## src/common/imacu_pkg.sv

```systemverilog
// Package for the integer multiply-accumulate unit: op codes, carriers, field widths.
// Assumes a 32-bit register file with 16 registers and a condition checker outside.
package imacu_pkg;

  localparam int unsigned IMACU_DATA_W     = 32;
  localparam int unsigned IMACU_REG_IDX_W  = 4;
  localparam int unsigned IMACU_LOW_REG_W  = 3;
  localparam logic [3:0]  IMACU_STACK_IDX  = 4'hd;
  localparam logic [3:0]  IMACU_PROG_IDX   = 4'hf;
  localparam logic [31:0] IMACU_WORD_RESET = 32'h0000_0000;
  localparam logic [3:0]  IMACU_IDX_RESET  = 4'h0;

  typedef enum logic [2:0] {
    IMACU_OP_MULTIPLY_LOW                    = 3'b000,
    IMACU_OP_MULTIPLY_ADD_LOW                = 3'b001,
    IMACU_OP_MULTIPLY_SUBTRACT_LOW           = 3'b010,
    IMACU_OP_UNSIGNED_LONG_PRODUCT           = 3'b011,
    IMACU_OP_UNSIGNED_LONG_DOUBLE_ACCUMULATE = 3'b100,
    IMACU_OP_UNSIGNED_LONG_ACCUMULATE        = 3'b101
  } imacu_op_t;

  // Request from the decoder with operand values already read
  typedef struct packed {
    imacu_op_t   op;
    logic        set_flags;
    logic        cond_pass;
    logic        has_dest;
    logic [3:0]  dest_idx;
    logic [3:0]  high_idx;
    logic [3:0]  first_source_idx;
    logic [31:0] first_source_reg;
    logic [31:0] second_source_reg;
    logic [31:0] accumulator_reg;
    logic [31:0] low_destination;
    logic [31:0] high_destination;
  } imacu_req_t;

  // Write-back to register file and flags
  typedef struct packed {
    logic        wr_low;
    logic [3:0]  low_idx;
    logic [31:0] low_data;
    logic        wr_high;
    logic [3:0]  high_idx;
    logic [31:0] high_data;
    logic        wr_nz;
    logic        flag_n;
    logic        flag_z;
  } imacu_wb_t;

endpackage : imacu_pkg

```

## src/rtl/imacu_mult.sv

```systemverilog
// Unsigned 32x32 to 64 product, registered.
// Assumes operands arrive with a valid pulse on the same clock.
`timescale 1ns/100ps
module imacu_mult
  import imacu_pkg::*;
#(
  parameter int unsigned W = 32
) (
  // Clock and reset
  input  wire logic             clk_in,
  input  wire logic             resetn_in,
  // Operands
  input  wire logic [W-1:0]     a_in,
  input  wire logic [W-1:0]     b_in,
  // Product
  output logic      [2*W-1:0]   prod_out
);

  logic [2*W-1:0] prod_ff;
  logic [2*W-1:0] nxt_prod;

  always_comb begin
    nxt_prod = a_in * b_in;
  end

  always_ff @(posedge clk_in or negedge resetn_in) begin
    if (!resetn_in) begin
      prod_ff <= '0;
    end else begin
      prod_ff <= nxt_prod;
    end
  end

  assign prod_out = prod_ff;

endmodule : imacu_mult

```

## src/rtl/imacu_acc.sv

```systemverilog
// Adds up to two addends to a 64-bit product, or subtracts it from one.
// Assumes product and addends are stable for the same cycle.
`timescale 1ns/100ps
module imacu_acc
  import imacu_pkg::*;
(
  // Inputs
  input  wire logic [63:0] prod_in,
  input  wire logic [63:0] add_a_in,
  input  wire logic [63:0] add_b_in,
  input  wire logic        subtract_in,
  // Result
  output logic      [63:0] sum_out
);

  always_comb begin
    if (subtract_in) begin
      sum_out = add_a_in - prod_in;
    end else begin
      sum_out = prod_in + add_a_in + add_b_in;
    end
  end

endmodule : imacu_acc

```

## src/rtl/imacu_top.sv

```systemverilog
// Contract
// (RULE_01) Plain multiply writes the low 32 bits of the product of the two sources.
// (RULE_02) Multiply-add writes the low 32 bits of accumulator plus product.
// (RULE_03) Multiply-subtract writes the low 32 bits of accumulator minus product.
// (RULE_04) The 32-bit result ops use one truncated product valid for signed or unsigned data.
// (RULE_05) Plain multiply without a destination writes back to the first source register.
// (RULE_06) Flag-setting plain multiply sets N and Z from the 32-bit result.
// (RULE_07) Flag-setting plain multiply leaves C and V unchanged.
// (RULE_08) Software keeps flag-setting multiply on R0-R7, destination equal second source, no cond.
// (RULE_09) Software never names stack pointer or program counter in 32-bit result ops.
// (RULE_10) Long product writes low half to low destination, high half to high destination.
// (RULE_11) Double-accumulate adds prior high and low destination words to the 64-bit product.
// (RULE_12) Long accumulate adds the product to the 64-bit destination pair.
// (RULE_13) Software names distinct high and low destinations, never stack pointer or counter.
// (RULE_14) Long multiplies leave all flags unchanged.
// (RULE_15) Every op except the flag-setting form is gated by an optional condition.
// (RULE_16) A failed condition leaves destinations and flags unchanged.
//
// Integer multiply-accumulate unit: one request per cycle, answer two cycles later.
// Assumes the decoder has evaluated the condition and read all operand registers.
`timescale 1ns/100ps
module imacu_top
  import imacu_pkg::*;
(
  // Clock and reset
  input  wire logic        clk_in,
  input  wire logic        resetn_in,
  // Request
  input  wire logic        req_valid_in,
  input  wire imacu_req_t  req_in,
  // Write-back
  output logic             wb_valid_out,
  output imacu_wb_t        wb_out
);

  // Stage 1 state: request held while the product forms
  logic       s1_valid_ff;
  logic       nxt_s1_valid;
  imacu_req_t s1_req_ff;
  imacu_req_t nxt_s1_req;
  // Stage 2 state: registered write-back
  logic       wb_valid_ff;
  logic       nxt_wb_valid;
  imacu_wb_t  wb_ff;
  imacu_wb_t  nxt_wb;
  // Datapath nets
  logic [63:0] prod;
  logic [63:0] acc_sum;
  logic [63:0] add_a;
  logic [63:0] add_b;
  logic        do_sub;
  logic        effective;

  // Unsigned product; low half is sign-agnostic
  imacu_mult #(.W(IMACU_DATA_W)) u_mult ( // RULE_04
    .clk_in    (clk_in),
    .resetn_in (resetn_in),
    .a_in      (req_in.first_source_reg),
    .b_in      (req_in.second_source_reg),
    .prod_out  (prod)
  );

  imacu_acc u_acc (
    .prod_in     (prod),
    .add_a_in    (add_a),
    .add_b_in    (add_b),
    .subtract_in (do_sub),
    .sum_out     (acc_sum)
  );

  always_comb begin
    nxt_s1_valid = req_valid_in;
    nxt_s1_req   = req_in;
  end

  always_ff @(posedge clk_in or negedge resetn_in) begin
    if (!resetn_in) begin
      s1_valid_ff <= 1'b0;
      s1_req_ff   <= '0;
    end else begin
      s1_valid_ff <= nxt_s1_valid;
      s1_req_ff   <= nxt_s1_req;
    end
  end

  // Addend selection per op
  always_comb begin
    add_a  = '0;
    add_b  = '0;
    do_sub = 1'b0;
    case (s1_req_ff.op)
      IMACU_OP_MULTIPLY_ADD_LOW: begin
        add_a = {32'h0000_0000, s1_req_ff.accumulator_reg}; // RULE_02
      end
      IMACU_OP_MULTIPLY_SUBTRACT_LOW: begin
        add_a  = {32'h0000_0000, s1_req_ff.accumulator_reg}; // RULE_03
        do_sub = 1'b1; // RULE_03
      end
      IMACU_OP_UNSIGNED_LONG_DOUBLE_ACCUMULATE: begin
        add_a = {32'h0000_0000, s1_req_ff.high_destination}; // RULE_11
        add_b = {32'h0000_0000, s1_req_ff.low_destination}; // RULE_11
      end
      IMACU_OP_UNSIGNED_LONG_ACCUMULATE: begin
        add_a = {s1_req_ff.high_destination, s1_req_ff.low_destination}; // RULE_12
      end
      default: begin
        add_a = '0;
      end
    endcase
  end

  // Flag form ignores the condition; others obey it
  assign effective = s1_valid_ff &&
                     ((s1_req_ff.op == IMACU_OP_MULTIPLY_LOW && s1_req_ff.set_flags) ||
                      s1_req_ff.cond_pass); // RULE_15 RULE_16

  always_comb begin
    nxt_wb_valid     = effective;
    nxt_wb           = '0;
    nxt_wb.low_data  = acc_sum[31:0]; // RULE_01 RULE_02 RULE_03 RULE_10
    nxt_wb.high_data = acc_sum[63:32]; // RULE_10 RULE_11 RULE_12
    nxt_wb.low_idx   = s1_req_ff.dest_idx;
    nxt_wb.high_idx  = s1_req_ff.high_idx;
    case (s1_req_ff.op)
      IMACU_OP_MULTIPLY_LOW: begin
        nxt_wb.wr_low = effective;
        if (!s1_req_ff.has_dest) begin
          nxt_wb.low_idx = s1_req_ff.first_source_idx; // RULE_05
        end
        nxt_wb.wr_nz  = effective && s1_req_ff.set_flags; // RULE_06 RULE_07
        nxt_wb.flag_n = acc_sum[31]; // RULE_06
        nxt_wb.flag_z = (acc_sum[31:0] == 32'h0000_0000); // RULE_06
      end
      IMACU_OP_MULTIPLY_ADD_LOW,
      IMACU_OP_MULTIPLY_SUBTRACT_LOW: begin
        nxt_wb.wr_low = effective;
      end
      IMACU_OP_UNSIGNED_LONG_PRODUCT,
      IMACU_OP_UNSIGNED_LONG_DOUBLE_ACCUMULATE,
      IMACU_OP_UNSIGNED_LONG_ACCUMULATE: begin
        nxt_wb.wr_low  = effective; // RULE_14
        nxt_wb.wr_high = effective;
      end
      default: begin
        nxt_wb.wr_low = 1'b0;
      end
    endcase
  end

  always_ff @(posedge clk_in or negedge resetn_in) begin
    if (!resetn_in) begin
      wb_valid_ff <= 1'b0;
      wb_ff       <= '0;
    end else begin
      wb_valid_ff <= nxt_wb_valid;
      wb_ff       <= nxt_wb;
    end
  end

  assign wb_valid_out = wb_valid_ff;
  assign wb_out       = wb_ff;

  // Assertion helpers: request history
  imacu_req_t r1_ff;
  imacu_req_t r2_ff;
  logic       v1_ff;
  logic       v2_ff;
  always_ff @(posedge clk_in or negedge resetn_in) begin
    if (!resetn_in) begin
      r1_ff <= '0;
      r2_ff <= '0;
      v1_ff <= 1'b0;
      v2_ff <= 1'b0;
    end else begin
      r1_ff <= req_in;
      r2_ff <= r1_ff;
      v1_ff <= req_valid_in;
      v2_ff <= v1_ff;
    end
  end

  // Reference low product of the request two cycles back
  logic [31:0] r2_low_prod;
  assign r2_low_prod = 32'(r2_ff.first_source_reg * r2_ff.second_source_reg);

  // Result values, flag writes, implicit destination index and condition gating
  a_low_product: assert property (@(posedge clk_in) disable iff (!resetn_in) // RULE_01
    v2_ff && r2_ff.cond_pass && r2_ff.op == IMACU_OP_MULTIPLY_LOW |->
    wb_out.wr_low && wb_out.low_data ==
    32'(r2_ff.first_source_reg * r2_ff.second_source_reg))
    else $error("multiply low result wrong");

  a_add_result: assert property (@(posedge clk_in) disable iff (!resetn_in) // RULE_02
    v2_ff && r2_ff.cond_pass && r2_ff.op == IMACU_OP_MULTIPLY_ADD_LOW |->
    wb_out.low_data == 32'(r2_ff.accumulator_reg +
    r2_ff.first_source_reg * r2_ff.second_source_reg))
    else $error("multiply add result wrong");

  a_sub_result: assert property (@(posedge clk_in) disable iff (!resetn_in) // RULE_03
    v2_ff && r2_ff.cond_pass && r2_ff.op == IMACU_OP_MULTIPLY_SUBTRACT_LOW |->
    wb_out.low_data == 32'(r2_ff.accumulator_reg -
    r2_ff.first_source_reg * r2_ff.second_source_reg))
    else $error("multiply subtract result wrong");

  a_signed_same: assert property (@(posedge clk_in) disable iff (!resetn_in) // RULE_04
    v2_ff && r2_ff.cond_pass && r2_ff.op == IMACU_OP_MULTIPLY_LOW |->
    wb_out.low_data == 32'($signed(r2_ff.first_source_reg) *
    $signed(r2_ff.second_source_reg)))
    else $error("signed low product differs");

  a_no_dest_idx: assert property (@(posedge clk_in) disable iff (!resetn_in) // RULE_05
    v2_ff && r2_ff.op == IMACU_OP_MULTIPLY_LOW && !r2_ff.has_dest |->
    wb_out.low_idx == r2_ff.first_source_idx)
    else $error("implicit destination wrong");

  a_nz_flags: assert property (@(posedge clk_in) disable iff (!resetn_in) // RULE_06
    v2_ff && r2_ff.op == IMACU_OP_MULTIPLY_LOW && r2_ff.set_flags |->
    wb_out.wr_nz && wb_out.flag_n == r2_low_prod[31] &&
    wb_out.flag_z == (r2_low_prod == 32'h0000_0000))
    else $error("N or Z flag wrong");

  a_long_value: assert property (@(posedge clk_in) disable iff (!resetn_in) // RULE_10
    v2_ff && r2_ff.cond_pass && r2_ff.op == IMACU_OP_UNSIGNED_LONG_PRODUCT |->
    {wb_out.high_data, wb_out.low_data} ==
    64'(r2_ff.first_source_reg) * 64'(r2_ff.second_source_reg))
    else $error("long product wrong");

  a_double_acc: assert property (@(posedge clk_in) disable iff (!resetn_in) // RULE_11
    v2_ff && r2_ff.cond_pass && r2_ff.op == IMACU_OP_UNSIGNED_LONG_DOUBLE_ACCUMULATE |->
    {wb_out.high_data, wb_out.low_data} == 64'(r2_ff.first_source_reg) *
    64'(r2_ff.second_source_reg) + 64'(r2_ff.high_destination) +
    64'(r2_ff.low_destination))
    else $error("double accumulate wrong");

  a_long_acc: assert property (@(posedge clk_in) disable iff (!resetn_in) // RULE_12
    v2_ff && r2_ff.cond_pass && r2_ff.op == IMACU_OP_UNSIGNED_LONG_ACCUMULATE |->
    {wb_out.high_data, wb_out.low_data} == 64'(r2_ff.first_source_reg) *
    64'(r2_ff.second_source_reg) + {r2_ff.high_destination, r2_ff.low_destination})
    else $error("long accumulate wrong");

  a_long_noflag: assert property (@(posedge clk_in) disable iff (!resetn_in) // RULE_14
    v2_ff && r2_ff.op != IMACU_OP_MULTIPLY_LOW |-> !wb_out.wr_nz)
    else $error("long op touched flags");

  a_flag_only_s: assert property (@(posedge clk_in) disable iff (!resetn_in) // RULE_07
    wb_out.wr_nz |-> $past(s1_req_ff.set_flags))
    else $error("flags written without S form");

  a_cond_fail: assert property (@(posedge clk_in) disable iff (!resetn_in) // RULE_16
    v2_ff && !r2_ff.cond_pass && !(r2_ff.op == IMACU_OP_MULTIPLY_LOW && r2_ff.set_flags) |->
    !wb_valid_out && !wb_out.wr_low && !wb_out.wr_high && !wb_out.wr_nz)
    else $error("failed condition wrote state");

  a_cond_pass: assert property (@(posedge clk_in) disable iff (!resetn_in) // RULE_15
    req_valid_in && req_in.cond_pass |-> ##2 wb_valid_out)
    else $error("passed request gave no answer");

  // Write enables and indices
  a_flag_form_runs: assert property (@(posedge clk_in) disable iff (!resetn_in) // RULE_15
    v2_ff && r2_ff.op == IMACU_OP_MULTIPLY_LOW && r2_ff.set_flags |->
    wb_valid_out && wb_out.wr_low)
    else $error("flag form did not execute");

  a_pass_low_write: assert property (@(posedge clk_in) disable iff (!resetn_in) // RULE_15
    v2_ff && r2_ff.cond_pass && r2_ff.op <= IMACU_OP_UNSIGNED_LONG_ACCUMULATE |->
    wb_out.wr_low)
    else $error("passed op wrote no register");

  a_answer_has_req: assert property (@(posedge clk_in) disable iff (!resetn_in) // RULE_15
    wb_valid_out |-> $past(s1_valid_ff))
    else $error("answer without a held request");

  a_low_dest_idx: assert property (@(posedge clk_in) disable iff (!resetn_in) // RULE_10
    v2_ff && (r2_ff.has_dest || r2_ff.op != IMACU_OP_MULTIPLY_LOW) |->
    wb_out.low_idx == r2_ff.dest_idx)
    else $error("low destination index wrong");

  a_high_dest_idx: assert property (@(posedge clk_in) disable iff (!resetn_in) // RULE_10
    v2_ff && r2_ff.op >= IMACU_OP_UNSIGNED_LONG_PRODUCT |->
    wb_out.high_idx == r2_ff.high_idx)
    else $error("high destination index wrong");

  a_no_high_write: assert property (@(posedge clk_in) disable iff (!resetn_in) // RULE_01
    v2_ff && r2_ff.op <= IMACU_OP_MULTIPLY_SUBTRACT_LOW |-> !wb_out.wr_high)
    else $error("32-bit op wrote high register");

  a_pair_written: assert property (@(posedge clk_in) disable iff (!resetn_in) // RULE_12
    v2_ff && r2_ff.cond_pass && r2_ff.op >= IMACU_OP_UNSIGNED_LONG_PRODUCT &&
    r2_ff.op <= IMACU_OP_UNSIGNED_LONG_ACCUMULATE |-> wb_out.wr_low && wb_out.wr_high)
    else $error("long op missed a destination");

  a_plain_no_flags: assert property (@(posedge clk_in) disable iff (!resetn_in) // RULE_06
    v2_ff && r2_ff.op == IMACU_OP_MULTIPLY_LOW && !r2_ff.set_flags |-> !wb_out.wr_nz)
    else $error("plain multiply wrote flags");

  a_flag_op_only: assert property (@(posedge clk_in) disable iff (!resetn_in) // RULE_07
    wb_out.wr_nz |-> v2_ff && r2_ff.op == IMACU_OP_MULTIPLY_LOW)
    else $error("flags written by wrong op");

  a_write_valid: assert property (@(posedge clk_in) disable iff (!resetn_in) // RULE_16
    wb_out.wr_low || wb_out.wr_high || wb_out.wr_nz |-> wb_valid_out)
    else $error("write enable without answer");

  a_idle_quiet: assert property (@(posedge clk_in) disable iff (!resetn_in) // RULE_16
    !v2_ff |-> !wb_valid_out)
    else $error("answer without a request");

  // Scenario covers
  c_flag_form: cover property (@(posedge clk_in) disable iff (!resetn_in) wb_out.wr_nz);
  c_flag_cond_fail: cover property (@(posedge clk_in) disable iff (!resetn_in)
    v2_ff && !r2_ff.cond_pass && wb_out.wr_nz);
  c_long: cover property (@(posedge clk_in) disable iff (!resetn_in) wb_out.wr_high);
  c_skip: cover property (@(posedge clk_in) disable iff (!resetn_in)
    v2_ff && !wb_valid_out);
  c_b2b: cover property (@(posedge clk_in) disable iff (!resetn_in)
    wb_valid_out [*3]);

endmodule : imacu_top

```

## config.mk

```make
export PLATFORM = sky130hd
export DESIGN_NAME = imacu_top
export DESIGN_NICKNAME = d
export VERILOG_FILES = /design/src/common/imacu_pkg.sv /design/src/rtl/imacu_mult.sv /design/src/rtl/imacu_acc.sv /design/src/rtl/imacu_top.sv
export SDC_FILE = /design/constraint.sdc
export NUM_CORES = 2
export LEC_CHECK = 0
export BUFFER_PORTS_ARGS = -buffer_cell sky130_fd_sc_hd__buf_2
export CAP_MARGIN = 20
export CORE_ASPECT_RATIO = 2
export CORE_MARGIN = 3
export CORE_UTILIZATION = 55
export DETAILED_ROUTE_END_ITERATION = 10
export PLACE_DENSITY = 0.73
export SLEW_MARGIN = 10
export SYNTH_ARGS = -nofsm -noshare
export SYNTH_HDL_FRONTEND = slang
export SYNTH_SLANG_ARGS = --single-unit
```

## constraint.sdc

```tcl
create_clock -name clk_in -period 11.35 [get_ports clk_in]
set_clock_uncertainty 0.2 [all_clocks]
set_input_delay 0.5675 -clock clk_in [delete_from_list [all_inputs] [get_ports clk_in]]
set_output_delay 0.5675 -clock clk_in [all_outputs]
set_load 0.005 [all_outputs]
```

# Yosys cells after proc, flatten, opt, wreduce, memory -nomap -nowiden
# Cells that the tools add are included.
[classes]
add_sub_neg = 3
n_mul = 1
div = 0
n_lt_le_gt_ge = 0
eq_ne = 5
shifts = 0
n_mux = 9
bitwise_logic = 0
reduce_logical = 9
[ops]
columns = ["op", "n"]
rows = [
  ["$pmux 64 s3", 1],
  ["$add 64x32->64", 1],
  ["$add 64x64->64", 1],
  ["$mul 32x32->64", 1],
  ["$mux 64", 1],
  ["$sub 64x64->64", 1],
  ["$logic_not 32->1", 1],
  ["$mux 32", 1],
  ["$mux 4", 2],
  ["$eq 3x2->1 const B", 2],
  ["$eq 3x3->1 const B", 2],
  ["$reduce_or 6->1", 1],
  ["$eq 3x1->1 const B", 1],
  ["$logic_and 1x1->1", 3],
  ["$logic_not 3->1", 1],
  ["$mux 1", 3],
  ["$mux 3", 1],
  ["$reduce_or 3->1", 1],
  ["$reduce_or 2->1", 1],
  ["$logic_or 1x1->1", 1],
]
[totals]
register_bits = 257
latch_bits = 0
ram_bits = 0
rom_bits = 0
input_bits = 181
out_inout_bits = 78
word_cells = 49
n_memories = 0

# Logic depth before layout (Yosys ltp)
[depth]
word_depth = 8
mapped_depth = 30
depth_no_buf = 29

# By module
# A second synthesis with hierarchy kept.
[hier_totals]
hier_cells = 5496
area_unflattened_um2 = 50941.4
[modules_own_cells]
columns = ["mod", "n_inst", "cells_per_inst", "area_each_um2", "seq_area_each_um2"]
rows = [
  ["imacu_mult", 1, 3744, 34868.4, 1601.5],
  ["imacu_acc", 1, 1304, 9341.5, 0.0],
  ["imacu_top", 1, 448, 6731.5, 4829.6],
]

# Least setup slack after synthesis
# No wires, ideal clock.
[synth_timing]
path_type = "input port to flip-flop"
from = "input port req_in[144] (netlist bit)"
to = "register u_mult.prod_ff[62], in the netlist u_mult.prod_out[62]"
setup_time_ns = 0.080
t_arrival_ns = 7.581
required_ns = 11.070
path_slack_ns = 3.489
path_stages = 26
n_path_buf = 1
cell_sequence = "clkbuf_1 -> and2_1 -> fa_1 -> inv_1 -> fa_1 -> fa_1 -> fa_1 -> inv_1 -> fa_1 -> inv_1 -> fa_1 -> inv_1 -> fa_1 -> fa_1 -> ha_1 -> a21oi_1 -> nand2_1 -> a41o_1 -> a21o_1 -> a221o_1 -> o2111ai_1 -> a41o_1 -> o31ai_1 -> a31o_2 -> a221oi_1 -> xnor2_1"
[synth_via]
elab_chain_len = 1
[synth_lines]
columns = ["item", "line", "source"]
rows = [
  ["start: declaration", "imacu_top.sv:30", "input wire imacu_req_t req_in,"],
  ["$mul 32x32->64", "imacu_mult.sv:23", "nxt_prod = a_in * b_in;"],
  ["named net u_mult.nxt_prod[62]", "imacu_mult.sv:20", "logic [2*W-1:0] nxt_prod;"],
  ["end signal: assignment", "imacu_mult.sv:30", "prod_ff <= nxt_prod;"],
  ["end: declaration", "imacu_mult.sv:19", "logic [2*W-1:0] prod_ff;"],
]
# The timed path passes the listed nets, and every way through them passes these cells.

# Worst setup path after layout
[layout_timing]
from = "input port req_in[107] (netlist bit)"
to = "register u_mult.prod_ff[63], in the netlist u_mult.prod_out[63]"
# Same word-level chain as after synthesis.

==> impl_metrics.tcl <==
set metrics [dict create \
    status "finished clean" \
    cts_tree "done" \
    end_kind "flip-flop" \
    via_per_inst 5.75 \
    path_clk_slew_ns 0.09 \
    synth_largest_area_cell "fa_1" \
    hp-start "nxt_wb[38]" \
    fin_crit_sh_pct 76.4 \
    period_minus_slack_ns 8.68 \
    hold_path.class "flip-flop to flip-flop" \
    drc_errors 0 \
    worst-path-max-fanout 32 \
    final_nets 7307 \
    r2r_start "s1_req_ff[175]" \
    hold_depth 0 \
    worstReg2RegEnd "wb_out[34]" \
    final_layout_size_suffix_gt1_share_pct 6.39 \
    clkLatencyLatePin_ns 0.58 \
    synth_ff_type "dfrtp_1" \
    holdBufCountCts 116 \
    cp.required_ns 11.60 \
    io_buffers 258 \
    gp_congestion 0.993 \
    fill_cells 7974 \
    routed_wl_um 156000 \
    place_hpwl_um 124000 \
    cts.sinks 257 \
    antenna_found_initial 9 \
    post_cts_buffers 0 \
    cts_root_buf "clkbuf_16" \
    via_count 40100 \
    criticalPathCategory "input port to flip-flop" \
    rsz0062_at_grt "false" \
    relSlewSlack_pct 36.9 \
    max_cap_violations 0 \
    drtPass1Iterations 6 \
    core_mm2 0.0915 \
    setup_ws_ns 2.67 \
    critPathArrivalTime_ns 8.93 \
    synth_seq_cells 257 \
    r2r_slack_ns 3.98 \
    final-seq-area_mm2 0.00643 \
    yosys-top-cells-area "fa_1, dfrtp_1, ha_1" \
    setup_viol 0 \
    slowest_delay_ns 0.59 \
    synth_edf_count 0 \
    cts_made_buffers 20 \
    ios 259 \
    yosysWarnings 0 \
    hold_viol 0 \
    synth_fp_nets 7188 \
    r2r_cells 23 \
    yosysMostFrequentCell "inv_1" \
    synthesis.area_mm2 0.0508 \
    max_freq_ghz 0.115 \
    die_area_mm2 0.0963 \
    synth_common_cells "inv_1, fa_1, and2_1" \
    synthesis.instances 5658 \
    grt_max_degree 73 \
    initial_core_util_pct 55.5 \
    multi_input_area_mm2 0.0390 \
    h-tree-depth 1 \
    rows 157 \
    path_common_cell "fa_1" \
    synth-seq-area-share_pct 12.7 \
    clockBufferDepth 3 \
    die_h_um 436 \
    grt_overflow 0 \
    holdPathEnd "wb_out[38]" \
    drtIter0Drc 2712 \
    syn-mean-instance-area_um2 8.98 \
    worst_pin_slew_ns 0.947 \
    chipWidth_um 221 \
    pre_cts_slack_ns 2.20 \
    first_global_vias 44100 \
    cts-resized-gates 0 \
    synthToLayoutAreaGrowth_pct 7.30 \
    track_usage_pct 32.8 \
    slew_viol_final 0 \
    grt_first_pass_wirelength_um 245000 \
    synth_top_area_share_pct 36.6 \
    synthDistinctLibCells 80 \
    antenna_left 0 \
    synth-async-reset-ratio_pct 100 \
    drt-wirelength-per-cell_um 22.4 \
    crit_slowest_cell "buf_2" \
    cp-start-kind "input port" \
    final.setup.tns_ns 0 \
]
[worst max-delay path: cells and delay by family]
kind	cells	cell delay [ns]
adders and majority gates	9	4.27
AOI/OAI and AO/OA	7	2.12
buffers and inverters	8	0.99
and+or+nand+nor	4	0.80
xor gates and xnor gates	1	0.13
[flip-flops by register name (all words and copies together), names as in the netlist]
signal and cells:
u_mult.prod_out 64, wb_out 77, s1_req_ff 110, nxt_wb 4
s1_valid_ff 1, wb_valid_out 1
[cells by family (layout without fill, tap and decap cells)]
logic type                 after synthesis  count (layout)  share of synthesized area (%)
AOI/OAI and AO/OA                      755             755                           9.51
buffers and inverters                 1441            1572                           10.6
other                                    0               6                              0
xor gates and xnor gates               170             170                           2.93
DFF                                    257             257                           12.7
adders and majority gates             1349            1349                           47.0
and+or+nand+nor                       1637            1637                           16.2
muxes                                   49              49                           1.06
[per-stage QoR]
stage | hold WS [ns] | instances | instance area (um2) | utilization (%)
final | 0.149 | 6987 | 54500 | 59.6
after global placement | 0.135 | 6831 | 52600 | 57.5
after global routing | 0.158 | 6982 | 54500 | 59.5
after detailed placement | 0.146 | 6831 | 52600 | 57.5
after floorplan | 0.0719 | 5658 | 50800 | -
after CTS | 0.158 | 6981 | 54500 | 59.5
[placed cells by master (no fill, tap or decap), drive strengths merged, types with 8 or more instances in the layout]
cell / instances
nor4: 8
nand3: 52
dlygate4sd3: 116
dfrtp: 257
o31ai: 11
inv: 1147
xnor2: 116
o21bai: 42
nor2b: 16
clkbuf: 26
and2: 640
nand2: 633
a22o: 31
buf: 276
a211oi: 21
mux2: 37
xor2: 54
a31oi: 21
o21a: 18
ha: 419
or3: 10
mux2i: 12
nor3: 22
nand4: 44
and3: 21
a21oi: 238
nor2: 145
fa: 930
o211ai: 14
nand2b: 21
a21o: 107
o21ai: 160
[routing by layer]
metal	part of all wire, %	track usage, %	vias up
met3	6.0	3.92	629
met1	33	34.7	20100
met2	51	58.8	1844
li1	-	-	17600
met5	0.033	0	-
met4	9.9	25.5	6
[worst max-delay path by stage]
stage,to,slack [ns],depth (start not counted),from
4_1_cts,u_mult.prod_out[61],2.80,29,req_in[107]
5_1_grt,u_mult.prod_out[61],2.25,25,req_in[153]
3_3_place_gp,u_mult.prod_out[61],2.36,27,req_in[107]
6_report,u_mult.prod_out[63],2.67,29,req_in[107]
2_1_floorplan,u_mult.prod_out[62],3.49,26,req_in[144]
3_5_place_dp,u_mult.prod_out[61],2.20,29,req_in[107]
[cell type report]
class                           count  share of cell area, %
Tap cell                         1192                   2.74
Timing Repair Buffer              392                   4.76
Inverter                         1146                   7.89
Clock buffer                       26                   1.07
Clock inverter                      8                  0.213
Sequential cell                   257                   11.8
Multi-Input combinational cell   3960                   71.5
Antenna cell                        6                 0.0275
Power is not shown: default switching activity piles up to over one toggle a cycle in this logic, so the estimate is an artifact.
